## src/rtl/dfp_defines.vh

```
// shared offsets, field layouts, reset values and timing for the dc feed parameter bank
`ifndef DFP_DEFINES_VH
`define DFP_DEFINES_VH

// word geometry
`define DFP_DATA_W 16
`define DFP_ADDR_W 4
`define DFP_DEPTH 16

// word offsets on the register port
`define DFP_OFS_OPEN_CIRCUIT 4'h0
`define DFP_OFS_OFFHOOK_OFFSET 4'h1
`define DFP_OFS_LOW_DELTA 4'h2
`define DFP_OFS_HIGH_DELTA 4'h3
`define DFP_OFS_FEED_OVERHEAD 4'h5
`define DFP_OFS_RING_OVERHEAD 4'h6
`define DFP_OFS_TRACKED_OC 4'hA
`define DFP_OFS_RING_READING 4'hC
`define DFP_OFS_STATUS 4'hF

// writable bit masks; 15-bit words keep bit 15 at zero
`define DFP_MASK_15BIT 16'h7FFF
`define DFP_MASK_16BIT 16'hFFFF

// reset value of every word
`define DFP_RST_WORD 16'h0000

// usable programming span, 63.3 V at 4.907 mV per code
`define DFP_SPAN_MAX_CODE 16'h3263

// status word bit positions
`define DFP_ST_OFFHOOK 0
`define DFP_ST_OFFSET_ON 1
`define DFP_ST_BAT_SAG 2
`define DFP_ST_FEED_STRETCH 3
`define DFP_ST_RING_STRETCH 4

// timing: core clock and ring-lead refresh rate, both in hertz
`define DFP_CLK_HZ 20000000
`define DFP_RING_RATE_HZ 800
`define DFP_RING_REFRESH_CYCLES (`DFP_CLK_HZ / `DFP_RING_RATE_HZ)

`endif

```

## src/rtl/dfp_rate_tick.v

```verilog
// divider that emits a one-cycle enable pulse every CYCLES clocks
`timescale 1ns/1ps
module dfp_rate_tick #(
	parameter CYCLES = 25000
) (
	// clock and reset
	input wire clk,
	input wire sys_rst,
	// enable pulse
	output reg tick
);

localparam W = (CYCLES > 1) ? $clog2(CYCLES) : 1;
localparam [31:0] LAST_FULL = CYCLES - 1;
localparam [W-1:0] LAST = LAST_FULL[W-1:0];

reg [W-1:0] count;

////////////////////////////////////////////////////////////////////////////////
// free-running count, pulse on wrap
always @(posedge clk or posedge sys_rst) begin
	if (sys_rst) begin
		count <= {W{1'b0}};
		tick <= 1'b0;
	end else if (count == LAST) begin
		count <= {W{1'b0}};
		tick <= 1'b1;
	end else begin
		count <= count + {{(W-1){1'b0}}, 1'b1};
		tick <= 1'b0;
	end
end

endmodule

```

## src/rtl/dfp_word_ram.v

```verilog
// word store with bus write, per-word hardware update and registered read
`timescale 1ns/1ps
`include "dfp_defines.vh"
module dfp_word_ram #(
	parameter DW = 16,
	parameter AW = 4,
	parameter DEPTH = 16,
	parameter [DEPTH-1:0] MAPPED = {DEPTH{1'b1}},
	parameter [DEPTH*DW-1:0] WR_MASK = {(DEPTH*DW){1'b1}}
) (
	// clock and reset
	input wire clk,
	input wire sys_rst,
	// software side
	input wire wr_en,
	input wire [AW-1:0] wr_addr,
	input wire [DW-1:0] wr_data,
	input wire rd_en,
	input wire [AW-1:0] rd_addr,
	output reg [DW-1:0] rd_data,
	// hardware update side, wins over software on the same word
	input wire [DEPTH-1:0] hw_we,
	input wire [DEPTH*DW-1:0] hw_data,
	// every word, for the feed logic
	output wire [DEPTH*DW-1:0] words
);

genvar i;

////////////////////////////////////////////////////////////////////////////////
// one register per word, unmapped words held at zero
generate
	for (i = 0; i < DEPTH; i = i + 1) begin : g_word
		reg [DW-1:0] word;
		wire [DW-1:0] mask = WR_MASK[i*DW +: DW];
		// zero on reset; hardware update beats a same-cycle write
		always @(posedge clk or posedge sys_rst) begin
			if (sys_rst) begin
				word <= `DFP_RST_WORD;
			end else if (!MAPPED[i]) begin
				word <= `DFP_RST_WORD;
			end else if (hw_we[i]) begin
				word <= hw_data[i*DW +: DW] & mask;
			end else if (wr_en && (wr_addr == i)) begin
				word <= wr_data & mask;
			end
		end
		assign words[i*DW +: DW] = word;
	end
endgenerate

////////////////////////////////////////////////////////////////////////////////
// read data valid only in the cycle after the strobe; unmapped reads zero
always @(posedge clk or posedge sys_rst) begin
	if (sys_rst) begin
		rd_data <= `DFP_RST_WORD;
	end else if (rd_en) begin
		rd_data <= words[rd_addr*DW +: DW];
	end else begin
		rd_data <= `DFP_RST_WORD;
	end
end

endmodule

```

## src/rtl/dfp_param_bank.v

```verilog
// dc feed parameter bank: threshold hook state, overhead tracking, ring-lead refresh
//
// Notes on behaviour
// - offset applied once line falls below open-circuit setting by more than low delta.
// - low delta used only on-hook to off-hook; upper delta governs the return.
// - low delta scaled 4.907 mV per code, usable span 0 to 63.3 V.
// - tracking word reports actual on-hook voltage when battery sags too far.
// - feed overhead is ring-to-battery margin, tip-to-ground in reverse polarity.
// - effective feed overhead follows battery but never drops below programmed value.
// - ringing overhead is margin between negative ringing peak and high battery rail.
// - effective ringing overhead follows battery, keeping programmed value as minimum.
// - ring-to-ground sample stored as 16-bit word, 4.907 mV per code, to 160.788 V.
// - ring-lead word refreshed at 800 Hz, two's complement.
// - low delta, tracking, ringing overhead and ring-lead words reset to zero.
// - off-hook offset is added to the programmed open-circuit setting.
// - offset removed off-hook to on-hook once line rises above setting by upper delta.
`timescale 1ns/1ps
`include "dfp_defines.vh"
module dfp_param_bank #(
	parameter RING_REFRESH_CYCLES = `DFP_RING_REFRESH_CYCLES
) (
	// clock and reset
	input wire clk,
	input wire sys_rst,
	// register port
	input wire [`DFP_ADDR_W-1:0] reg_addr,
	input wire [`DFP_DATA_W-1:0] reg_wdata,
	input wire reg_wr,
	input wire reg_rd,
	output wire [`DFP_DATA_W-1:0] reg_rdata,
	// monitor converter results, same clock, 4.907 mV per code
	input wire [`DFP_DATA_W-1:0] line_voltage,
	input wire [`DFP_DATA_W-1:0] battery_voltage,
	input wire [`DFP_DATA_W-1:0] high_battery_rail,
	// ringing measurements, same clock
	input wire [`DFP_DATA_W-1:0] ring_peak_level,
	input wire [`DFP_DATA_W-1:0] ring_sample,
	// line polarity from the feed state
	input wire reverse_polarity,
	// hook state toward the linefeed loop
	output reg offhook,
	output reg offset_applied,
	// feed levels toward the linefeed loop
	output reg [`DFP_DATA_W-1:0] voc_target,
	output reg [`DFP_DATA_W-1:0] eff_feed_overhead,
	output reg [`DFP_DATA_W-1:0] eff_ring_overhead,
	output reg feed_margin_on_tip
);

// widths from the shared defines
localparam DW = `DFP_DATA_W;
localparam DEPTH = `DFP_DEPTH;

// hook states
localparam [0:0] ST_ONHOOK = 1'b0;
localparam [0:0] ST_OFFHOOK = 1'b1;

// word map: mapped words and writable masks
// unmapped offsets read zero and drop writes
localparam [DEPTH-1:0] MAPPED = (16'h0001 << `DFP_OFS_OPEN_CIRCUIT)
	| (16'h0001 << `DFP_OFS_OFFHOOK_OFFSET)
	| (16'h0001 << `DFP_OFS_LOW_DELTA)
	| (16'h0001 << `DFP_OFS_HIGH_DELTA)
	| (16'h0001 << `DFP_OFS_FEED_OVERHEAD)
	| (16'h0001 << `DFP_OFS_RING_OVERHEAD)
	| (16'h0001 << `DFP_OFS_TRACKED_OC)
	| (16'h0001 << `DFP_OFS_RING_READING)
	| (16'h0001 << `DFP_OFS_STATUS);

localparam [DEPTH*DW-1:0] WR_MASK = {
	`DFP_MASK_16BIT, // 0xF status
	`DFP_MASK_16BIT, // 0xE
	`DFP_MASK_16BIT, // 0xD
	`DFP_MASK_16BIT, // 0xC ring-lead reading
	`DFP_MASK_16BIT, // 0xB
	`DFP_MASK_16BIT, // 0xA tracked open circuit
	`DFP_MASK_16BIT, // 0x9
	`DFP_MASK_16BIT, // 0x8
	`DFP_MASK_16BIT, // 0x7
	`DFP_MASK_15BIT, // 0x6 ringing overhead
	`DFP_MASK_15BIT, // 0x5 feed overhead
	`DFP_MASK_16BIT, // 0x4
	`DFP_MASK_16BIT, // 0x3 upper delta
	`DFP_MASK_16BIT, // 0x2 low delta
	`DFP_MASK_15BIT, // 0x1 off-hook offset
	`DFP_MASK_15BIT}; // 0x0 open-circuit setting

////////////////////////////////////////////////////////////////////////////////
// helpers

// fetch one word out of the flat bank
function [DW-1:0] word_at;
	input [DEPTH*DW-1:0] bank;
	input [3:0] idx;
	begin
		word_at = bank[idx*DW +: DW];
	end
endfunction

// a minus b, floored at zero
function [DW-1:0] sat_sub;
	input [DW-1:0] a;
	input [DW-1:0] b;
	begin
		sat_sub = (a > b) ? (a - b) : {DW{1'b0}};
	end
endfunction

// a plus b, held at full scale
function [DW-1:0] sat_add;
	input [DW-1:0] a;
	input [DW-1:0] b;
	reg [DW:0] sum;
	begin
		sum = {1'b0, a} + {1'b0, b};
		sat_add = sum[DW] ? {DW{1'b1}} : sum[DW-1:0];
	end
endfunction

// clamp a programmed word into the usable 63.3 V span
function [DW-1:0] span_clamp;
	input [DW-1:0] a;
	begin
		span_clamp = (a > `DFP_SPAN_MAX_CODE) ? `DFP_SPAN_MAX_CODE : a;
	end
endfunction

// hook state decode, shared by the target, flag and tracking logic
function hook_is_off;
	input [0:0] state;
	begin
		hook_is_off = (state == ST_OFFHOOK);
	end
endfunction

////////////////////////////////////////////////////////////////////////////////
// word store and refresh divider

// flat view of every word, and the hardware write lanes
wire [DEPTH*DW-1:0] words;
reg [DEPTH-1:0] hw_we;
reg [DEPTH*DW-1:0] hw_data;
wire ring_tick;

// reads come back registered, one cycle after the strobe
dfp_word_ram #(
	.DW(DW),
	.AW(`DFP_ADDR_W),
	.DEPTH(DEPTH),
	.MAPPED(MAPPED),
	.WR_MASK(WR_MASK)
) u_ram (
	.clk(clk),
	.sys_rst(sys_rst),
	.wr_en(reg_wr),
	.wr_addr(reg_addr),
	.wr_data(reg_wdata),
	.rd_en(reg_rd),
	.rd_addr(reg_addr),
	.rd_data(reg_rdata),
	.hw_we(hw_we),
	.hw_data(hw_data),
	.words(words)
);

// free-running divider, so ticks are not aligned to writes
// 800 Hz refresh
dfp_rate_tick #(
	.CYCLES(RING_REFRESH_CYCLES)
) u_tick (
	.clk(clk),
	.sys_rst(sys_rst),
	.tick(ring_tick)
);

////////////////////////////////////////////////////////////////////////////////
// programmed words as seen by the feed logic

// setting and offset clamped to the usable span
wire [DW-1:0] oc_setting = span_clamp(word_at(words, `DFP_OFS_OPEN_CIRCUIT));
wire [DW-1:0] oc_offset = span_clamp(word_at(words, `DFP_OFS_OFFHOOK_OFFSET));
// same 4.907 mV code as the line measurement, so no rescale
wire [DW-1:0] low_delta = span_clamp(word_at(words, `DFP_OFS_LOW_DELTA));
wire [DW-1:0] high_delta = span_clamp(word_at(words, `DFP_OFS_HIGH_DELTA));
// overheads are floors only, so no clamp is needed
wire [DW-1:0] feed_ovh = word_at(words, `DFP_OFS_FEED_OVERHEAD);
wire [DW-1:0] ring_ovh = word_at(words, `DFP_OFS_RING_OVERHEAD);

////////////////////////////////////////////////////////////////////////////////
// hook hysteresis thresholds

// entry point sits low delta under the setting
wire [DW-1:0] entry_level = sat_sub(oc_setting, low_delta);
// return point sits upper delta over the setting
wire [DW-1:0] return_level = sat_add(oc_setting, high_delta);
// saturating levels cannot wrap past zero or full scale
wire below_entry = line_voltage < entry_level;
wire above_return = line_voltage > return_level;

// one-bit hook state: on-hook or off-hook
reg [0:0] hook_state;
reg [0:0] next_hook_state;

// each threshold only looked at in its own direction
always @* begin
	next_hook_state = hook_state;
	case (hook_state)
		ST_ONHOOK: begin
			// drop past the low delta applies the offset
			if (below_entry) begin
				next_hook_state = ST_OFFHOOK;
			end
		end
		ST_OFFHOOK: begin
			// rise past the upper delta removes it
			if (above_return) begin
				next_hook_state = ST_ONHOOK;
			end
		end
		default: begin
			// one-bit state, so only reachable on a fault
			next_hook_state = ST_ONHOOK;
		end
	endcase
end

// hook state register; offhook mirrors it one-for-one
always @(posedge clk or posedge sys_rst) begin
	if (sys_rst) begin
		hook_state <= ST_ONHOOK;
	end else begin
		hook_state <= next_hook_state;
	end
end

////////////////////////////////////////////////////////////////////////////////
// open-circuit target and overhead tracking

// offset stacks on top of the programmed setting
wire [DW-1:0] next_voc_target = hook_is_off(next_hook_state) ?
	sat_add(oc_setting, oc_offset) : oc_setting;

// headroom the battery leaves after the feed overhead
wire [DW-1:0] bat_headroom = sat_sub(battery_voltage, feed_ovh);
// sag is judged against the setting, not the off-hook target
wire bat_sag = bat_headroom < oc_setting;

// overhead grows with battery, floor at programmed value
wire [DW-1:0] feed_track = sat_sub(battery_voltage, next_voc_target);
wire feed_stretch = feed_track > feed_ovh;
wire [DW-1:0] next_eff_feed = feed_stretch ? feed_track : feed_ovh;

// ringing overhead against the high rail, floor at programmed value
wire [DW-1:0] ring_track = sat_sub(high_battery_rail, ring_peak_level);
wire ring_stretch = ring_track > ring_ovh;
wire [DW-1:0] next_eff_ring = ring_stretch ? ring_track : ring_ovh;

// hook flags, registered from the next state, so they match hook_state with no lag
always @(posedge clk or posedge sys_rst) begin
	if (sys_rst) begin
		offhook <= 1'b0;
		offset_applied <= 1'b0;
	end else begin
		offhook <= hook_is_off(next_hook_state);
		offset_applied <= hook_is_off(next_hook_state);
	end
end

// open-circuit target, setting plus offset while off-hook
always @(posedge clk or posedge sys_rst) begin
	if (sys_rst) begin
		voc_target <= `DFP_RST_WORD;
	end else begin
		voc_target <= next_voc_target;
	end
end

// effective overheads, each floored at its programmed word
always @(posedge clk or posedge sys_rst) begin
	if (sys_rst) begin
		eff_feed_overhead <= `DFP_RST_WORD;
		eff_ring_overhead <= `DFP_RST_WORD;
	end else begin
		eff_feed_overhead <= next_eff_feed;
		// ringing margin to the high rail
		eff_ring_overhead <= next_eff_ring;
	end
end

// margin measured ring-to-battery, or tip-to-ground when reversed
always @(posedge clk or posedge sys_rst) begin
	if (sys_rst) begin
		feed_margin_on_tip <= 1'b0;
	end else begin
		feed_margin_on_tip <= reverse_polarity;
	end
end

////////////////////////////////////////////////////////////////////////////////
// hardware updates into the store

// sagged battery reports the real level, else the setting holds
wire [DW-1:0] tracked_word = bat_sag ? bat_headroom : oc_setting;
// the word only moves while on-hook, so an off-hook dip never shows
wire track_now = ring_tick && !hook_is_off(hook_state);

reg [DW-1:0] status_word;

// status bits mirror live state; software sees them one cycle late
always @* begin
	status_word = {DW{1'b0}};
	status_word[`DFP_ST_OFFHOOK] = offhook;
	status_word[`DFP_ST_OFFSET_ON] = offset_applied;
	status_word[`DFP_ST_BAT_SAG] = bat_sag;
	status_word[`DFP_ST_FEED_STRETCH] = feed_stretch;
	status_word[`DFP_ST_RING_STRETCH] = ring_stretch;
end

// measurement updates win over any software write
always @* begin
	hw_we = {DEPTH{1'b0}};
	hw_we[`DFP_OFS_TRACKED_OC] = track_now;
	hw_we[`DFP_OFS_RING_READING] = ring_tick;
	// status mirrors live state every cycle
	hw_we[`DFP_OFS_STATUS] = 1'b1;
end

// data lanes; a lane whose enable is low is ignored by the store
always @* begin
	hw_data = {(DEPTH*DW){1'b0}};
	hw_data[`DFP_OFS_TRACKED_OC*DW +: DW] = tracked_word;
	// raw two's complement sample, 4.907 mV per code
	hw_data[`DFP_OFS_RING_READING*DW +: DW] = ring_sample;
	hw_data[`DFP_OFS_STATUS*DW +: DW] = status_word;
end

endmodule

```

## config.mk

```make
export PLATFORM = sky130hd
export DESIGN_NAME = dfp_param_bank
export DESIGN_NICKNAME = d
export VERILOG_FILES = /design/src/rtl/dfp_rate_tick.v /design/src/rtl/dfp_word_ram.v /design/src/rtl/dfp_param_bank.v
export VERILOG_INCLUDE_DIRS = /design/src /design/src/rtl
export SDC_FILE = /design/constraint.sdc
export NUM_CORES = 1
export LEC_CHECK = 0
export BUFFER_PORTS_ARGS = -buffer_cell sky130_fd_sc_hd__buf_2
export CAP_MARGIN = 30
export CORE_UTILIZATION = 36
export CTS_CLUSTER_SIZE = 12
export DETAILED_ROUTE_END_ITERATION = 7
export GPL_ROUTABILITY_DRIVEN = 1
export PLACE_DENSITY_LB_ADDON = 0.1
export SYNTH_ARGS = -nofsm -noshare
export SYNTH_HDL_FRONTEND = slang
export SYNTH_SLANG_ARGS = --single-unit
```

## constraint.sdc

```tcl
create_clock -name clk -period 26.4 [get_ports clk]
set_input_delay 3.96 -clock clk [delete_from_list [all_inputs] [get_ports clk]]
set_output_delay 3.96 -clock clk [all_outputs]
set_load 0.01 [all_outputs]
```

==> results.yml, run 1 <==
yosys:
  synth_adder_area_share_pct: 13.1
  ys_seq_area_share_pct: 32.2
  ys_ff_latch: 210
  synth_mux_area_share_pct: 11.7
  yosysWarnings: 0
  synth_top_area_share_pct: 32.2
  synthTopCellsByArea: "dfrtp_1 32%, ha_1 12%, mux2_2 6.5%"
  netlist_area_sq_um: 16300
  synth_compound_area_share_pct: 18.7
  synthArstFlopShare_pct: 100
  yosys.area.top_type: "dfrtp_1"
  synth_cells: 1774
  avgSynthCellArea_sq_um: 9.19
  yosysMostFrequentCell: "dfrtp_1"
  ys.flop_type: "dfrtp_1"
  synth_enable_flop_cells: 0
  yosys.area_share.xor_xnor_pct: 4.51
  synth_common_cells: "210 x dfrtp_1, 161 x ha_1, 151 x nand2_1"
  synthDistinctLibCells: 88
  synthSimpleGateAreaFrac_pct: 15.6
  synth_top_family_by_area: "compound AO/OA/AOI/OAI gates"
critical_path:
  critical-path-slowest-cell: "nor2_1"
  cp_max_fo: 26
  cp_data_required_time_ns: 26.86
  r2r_end: "eff_feed_overhead[10]"
  cp-start-kind: "flip-flop"
  rr_startpoint: "u_ram.g_word[0].word[10]"
  end_kind: "flip-flop"
  r2r_slack_ns: 15.04
  criticalPathCategory: "flip-flop to flip-flop"
  critical_path.startpoint: "u_ram.g_word[0].word[10]"
  endpoint: "eff_feed_overhead[10]"
  max_stage_delay_ns: 0.47
  r2r_cells: 48
  worstPathArrival_ns: 11.82
cells_and_area:
  final_cell_count_no_fill: 2535
  fillers: 4416
  layout-drive-gt1-share_pct: 19.6
  final_area_sq_um: 18700
  nNetsFinal: 2194
  syn_to_final_growth_pct: 14.5
pwr:
  p_leak_nw: 8.71
  p_int_w: 0.00113
  total_power_w: 0.00210
  comb_power_share_pct: 59.3
  ir_drop_mv: 0.0378
  swShare_pct: 46.1
  seqPwrFrac_pct: 23.1
  p_switching_w: 0.000967
  clkPwrFrac_pct: 17.7
  power_density_nw_per_um2: 112
drt:
  drc: 0
  wl_per_cell_um: 22.6
  postRouteAntennaNets: 0
  routed_wl_um: 57300
  first_pass_iters: 5
  vias: 14182
  drt-initial-drc-count: 1098
  viasPerCell: 5.59
floorplan:
  die_x_um: 215
  pin_count: 172
  core-area_sq_um: 44400
  dieArea_sq_um: 46100
  start_util_pct: 36.7
  core.rowCount: 77
  die_y_um: 215
sta:
  post-route-period-util_pct: 43.0
  hold_viol: 0
  worst_pin_slew_ns: 1.02
  rsz0062_at_grt: "false"
  finClkSkew_ns: 0.0391
  layout_min_cycle_time_ns: 11.36
  setup_violations: 0
  fin_hold_ws_ns: 0.455
  report.final.slew_viol_count: 0
  max_slew_margin_pct: 32.0
  max_freq_mhz: 88.0
  fin_tns_setup_ns: 0
cts:
  insertion_delay_ns: 0.59
  cts_setup_buffers: 0
  cts.sinks: 210
  cts_tree: "yes"
  post_cts_resized: 0
  htreeDepth: 1
  clk_pin_slew_worst_paths_ns: 0.06
  cts.path.max_buffers: 3
  cts_buffers: 26
  cts_hold_buffers: 0
  cts-root-buf: "clkbuf_16"
hold_path:
  worstHoldPathCells: 1
  hold_class: "flip-flop to flip-flop"
job:
  max-cap-violations: 0
placed_design:
  port-buffer-count: 171
  gp_congestion: 0.922
  hpwl_um: 45000
  placedInstanceArea_sq_um: 17700
  place_inst: 2485
grt:
  grt_pass1_vias: 13940
  grt_max_degree: 135
  grt_pass1_wl_um: 86500
  grt_usage_pct: 24.6
  antenna_found_initial: 3
  grt-ovfl-total: 0
status:
  status: "finished, final reports clean"
## flip-flops by register name, summed over array words and instances, names as in the netlist
signal,cells
u_ram.g_word.word,128
eff_feed_overhead,16
eff_ring_overhead,16
u_ram.rd_data,16
voc_target,16
u_tick.count,15
feed_margin_on_tip,1
offset_applied,1
u_tick.tick,1
## per-stage QoR
step | setup slack (ns) | util, %
after floorplan | 15.87 | -
after global placement | 15.46 | 39.8
after detailed placement | 15.28 | 39.9
after CTS | 15.21 | 41.9
after global routing | 14.10 | 42.0
final | 15.04 | 42.0
## routing by layer
layer / global-route usage, % / wire (um)
met1: 32.9 / 25500
met2: 41.0 / 27000
met3: 3.06 / 2720
met4: 8.40 / 2130
met5: 0 / 9
## area by class of cell
type / count / area [sq um] / area share, %
Antenna cell: 1 / 2.50 / 0.0134
Tap cell: 592 / 741 / 3.97
Sequential cell: 210 / 5260 / 28.2
Timing Repair Buffer: 182 / 978 / 5.24
Clock buffer: 39 / 790 / 4.23
Inverter: 105 / 402 / 2.15
Clock inverter: 9 / 105 / 0.563
Multi-Input combinational cell: 1397 / 10400 / 55.7
## critical path, delay by kind of cell (launching register included)
family                     cells  cell delay (ns)
AOI/OAI and AO/OA             27             5.86
muxes                          1             0.22
adders and majority gates      5             1.61
and+or+nand+nor               11             2.40
DFF                            1             0.42
buffers and inverters          4             0.69
## cell usage in the layout (no fill, tap or decap), types with 9 or more instances in the layout
cell,Yosys,final
o21ai_0,133,133
nor2b_1,32,32
mux2_2,94,94
a211oi_1,28,28
or2_2,14,14
a22oi_1,20,20
and2_1,18,18
a21o_1,41,41
clkbuf_8,0,9
nand4_1,23,23
buf_4,2,9
nand2b_1,25,25
nand2_1,151,151
nand3_1,31,31
buf_2,3,171
ha_1,161,161
mux4_2,15,15
dfrtp_1,210,210
a221oi_1,15,15
xor2_1,32,32
a31oi_1,21,21
mux2i_1,43,43
and3_1,13,13
clkbuf_16,0,26
inv_1,102,101
nor2_1,128,128
nor3_1,39,39
xnor2_1,52,52
a21oi_1,94,94
o21a_1,24,24
## cells by family (layout without fill, tap and decap cells)
family | after synthesis | after routing
fa+ha+maj | 167 | 167
mux | 157 | 157
compound gates | 464 | 464
other cells | 2 | 8
buf+inv | 172 | 335
simple gates | 518 | 518
flops | 210 | 210
xor+xnor | 84 | 84
## worst min path at each step
stage / endpoint / from / slack, ns
floorplan: u_tick.count[0] / u_tick.count[0] / 0.43
global placement: u_tick.count[0] / u_tick.count[0] / 0.45
detailed placement: u_tick.count[0] / u_tick.count[0] / 0.46
CTS: u_tick.count[0] / u_tick.count[0] / 0.46
global route: u_tick.count[0] / u_tick.count[0] / 0.48
finish: u_tick.count[0] / u_tick.count[0] / 0.46
## power groups by stage
stage,clock (W),sequential [W],combinational [W]
floorplan,0,0.000470,0.000868
global placement,0,0.000490,0.00123
detailed placement,0,0.000489,0.00123
CTS,0.000381,0.000484,0.00124
global route,0.000392,0.000493,0.00137
finish,0.000371,0.000484,0.00124
Note: power is estimated with default switching activity, not from simulation.
==> inputs of run 2 (changes only) <==
--- a/config.mk
+++ b/config.mk
@@ -6,6 +6,7 @@
 export SDC_FILE = /design/constraint.sdc
 export NUM_CORES = 1
 export LEC_CHECK = 0
+export ABC_AREA = 1
 export BUFFER_PORTS_ARGS = -buffer_cell sky130_fd_sc_hd__buf_2
 export CAP_MARGIN = 30
 export CORE_UTILIZATION = 36
==> constraint.sdc (replaced) <==
create_clock -name clk -period 9.7 [get_ports clk]
set_input_delay 1.455 -clock clk [delete_from_list [all_inputs] [get_ports clk]]
set_output_delay 1.455 -clock clk [all_outputs]
set_load 0.01 [all_outputs]
==> results.yml, run 2 <==
floorplan:
  core-area_sq_um: 44300
  die_x_um: 214
  dieArea_sq_um: 45800
  start_util_pct: 36.6
  core.rowCount: 77
  die_y_um: 214
  pin_count: 172
sta:
  fin_tns_setup_ns: 0
  worst_pin_slew_ns: 0.966
  report.final.slew_viol_count: 0
  max_freq_mhz: 114
  finClkSkew_ns: 0.0225
  max_slew_margin_pct: 35.6
  setup_violations: 0
  layout_min_cycle_time_ns: 8.78
  hold_viol: 0
  post-route-period-util_pct: 90.5
cells_and_area:
  largest_register_ffs: 128
  syn_to_final_growth_pct: 15.8
  nNetsFinal: 2697
  diodes: 0
  final_cell_count_no_fill: 3037
  regMostFlops: "u_ram.g_word.word"
  final_cell_mix: "540 x nand2_1, 294 x inv_1, 209 x dfrtp_1"
  layout-drive-gt1-share_pct: 12.9
  layout_commonest_cell: "nand2_1"
yosys:
  yosys.area.top_type: "dfrtp_1"
  synth_cells: 2255
  ys.flop_type: "dfrtp_1"
  ys_seq_area_share_pct: 32.4
  synth_enable_flop_cells: 0
  netlist_area_sq_um: 16200
  synthArstFlopShare_pct: 100
  synthTopCellsByArea: "dfrtp_1 32%, nand2_1 13%, ha_1 12%"
  synth_top_area_share_pct: 32.4
  yosysWarnings: 0
  avgSynthCellArea_sq_um: 7.18
  yosysMostFrequentCell: "nand2_1"
  ys_ff_latch: 210
  synthDistinctLibCells: 56
  synth_common_cells: "544 x nand2_1, 297 x inv_1, 211 x o21ai_0"
critical_path:
  cp-start-kind: "flip-flop"
  r2r_cells: 62
  endpoint: "eff_feed_overhead[0]"
  criticalPathCategory: "flip-flop to flip-flop"
  crit_path_frequent_cell: "nand2_1"
  max_stage_delay_ns: 0.48
  end_kind: "flip-flop"
  critical-path-slowest-cell: "dfrtp_1"
  worstPathArrival_ns: 9.27
  r2r_slack_ns: 0.92
  cp_data_required_time_ns: 10.19
  critical_path.startpoint: "u_ram.g_word[0].word[8]"
  rr_startpoint: "u_ram.g_word[0].word[8]"
  cp_max_fo: 31
  r2r_end: "eff_feed_overhead[0]"
pwr:
  ir_drop_mv: 0.146
  total_power_w: 0.00537
  p_leak_nw: 9.57
  power_density_nw_per_um2: 286
cts:
  cts-root-buf: "clkbuf_16"
  htreeDepth: 1
  cts.sinks: 210
  clk_pin_slew_worst_paths_ns: 0.06
  cts_buffers: 27
  cts_tree: "yes"
  insertion_delay_ns: 0.57
  cts_hold_buffers: 0
  cts.path.max_buffers: 3
placed_design:
  port-buffer-count: 171
  gp_congestion: 0.944
  place_inst: 2984
  hpwl_um: 46200
grt:
  grt-ovfl-total: 0
  grt_pass1_vias: 15220
  grt_usage_pct: 25.2
  grt_pass1_wl_um: 89700
  grt_max_degree: 115
  antenna_found_initial: 2
drt:
  postRouteAntennaNets: 0
  drt-initial-drc-count: 1332
  vias: 15962
  viasPerCell: 5.26
  routed_wl_um: 58500
  wl_per_cell_um: 19.3
  first_pass_iters: 8
  drc: 0
hold_path:
  hold_class: "flip-flop to flip-flop"
status:
  status: "finished, final reports clean"
job:
  max-cap-violations: 0
run 2: worst min-delay path by stage:
stage,endpoint,cells after the start,start,slack [ns]
after detailed placement,u_tick.count[0],1,u_tick.count[0],0.46
after CTS,u_tick.count[0],1,u_tick.count[0],0.47
final,u_tick.count[0],1,u_tick.count[0],0.47
after global placement,u_tick.count[0],1,u_tick.count[0],0.46
after global routing,u_tick.count[0],1,u_tick.count[0],0.47
after floorplan,u_tick.count[0],1,u_tick.count[0],0.43
run 2: area by class of cell:
class,count,area [sq um]
clock buffer,37,753
clock inverter,12,124
fill,4696,25600
inverter,306,1160
multi-input combinational,1682,9610
sequential,210,5260
tap,592,741
timing repair buffer,198,1110
run 2: cells by family (layout without fill, tap and decap cells):
kind of cell | after synthesis | in the layout | synth area share [%]
simple gates | 941 | 941 | 24.5
compound gates | 526 | 526 | 18.7
buf+inv | 368 | 553 | 8.84
flops | 210 | 210 | 32.4
fa+ha+maj | 167 | 167 | 13.2
xor+xnor | 41 | 41 | 2.22
other cells | 2 | 7 | 0.0464
run 2: worst max-delay path, delay by kind of cell (launching register included):
kind                     cells  cell delay [ns]
AO/OA/AOI/OAI               21             3.00
adder cells (fa/ha/maj)      5             1.51
buffers and inverters        6             0.82
flip-flops                   1             0.48
AND/OR/NAND/NOR             30             2.88
run 2: repair_timing:
action,in CTS,in global routing
gates resized for setup,0,28
endpoints found under the setup margin,0,16
buffers inserted,0,4
run 2: stage by stage:
| step | utilization (%) | area (sq um) | setup slack (ns) | hold WS [ns] |
|---|---|---|---|---|
| after floorplan | - | 16200 | 1.74 | 0.432 |
| after global placement | 39.9 | 17700 | 0.474 | 0.456 |
| after detailed placement | 40.1 | 17800 | 0.241 | 0.463 |
| after CTS | 42.0 | 18600 | 0.197 | 0.471 |
| after global routing | 42.3 | 18800 | -0.0620 | 0.473 |
| final | 42.3 | 18800 | 0.924 | 0.466 |
run 2: per-layer routing:
metal  global-route usage (%)  vias to the layer above  part of all wire, %
li1                         -                     7865                    -
met1                     37.0                     7475                   48
met2                     39.3                      548                   44
met3                     2.98                       72                  5.8
met4                     5.76                        2                  2.2
met5                        0                        -                0.022
run 2: where the power goes:
part | switching (W) | total [W] | internal, W
combinational | 0.00202 | 0.00312 | 0.00110
clock | 0.000423 | 0.000998 | 0.000576
sequential | 0.000145 | 0.00125 | 0.00110
total | 0.00258 | 0.00537 | 0.00278
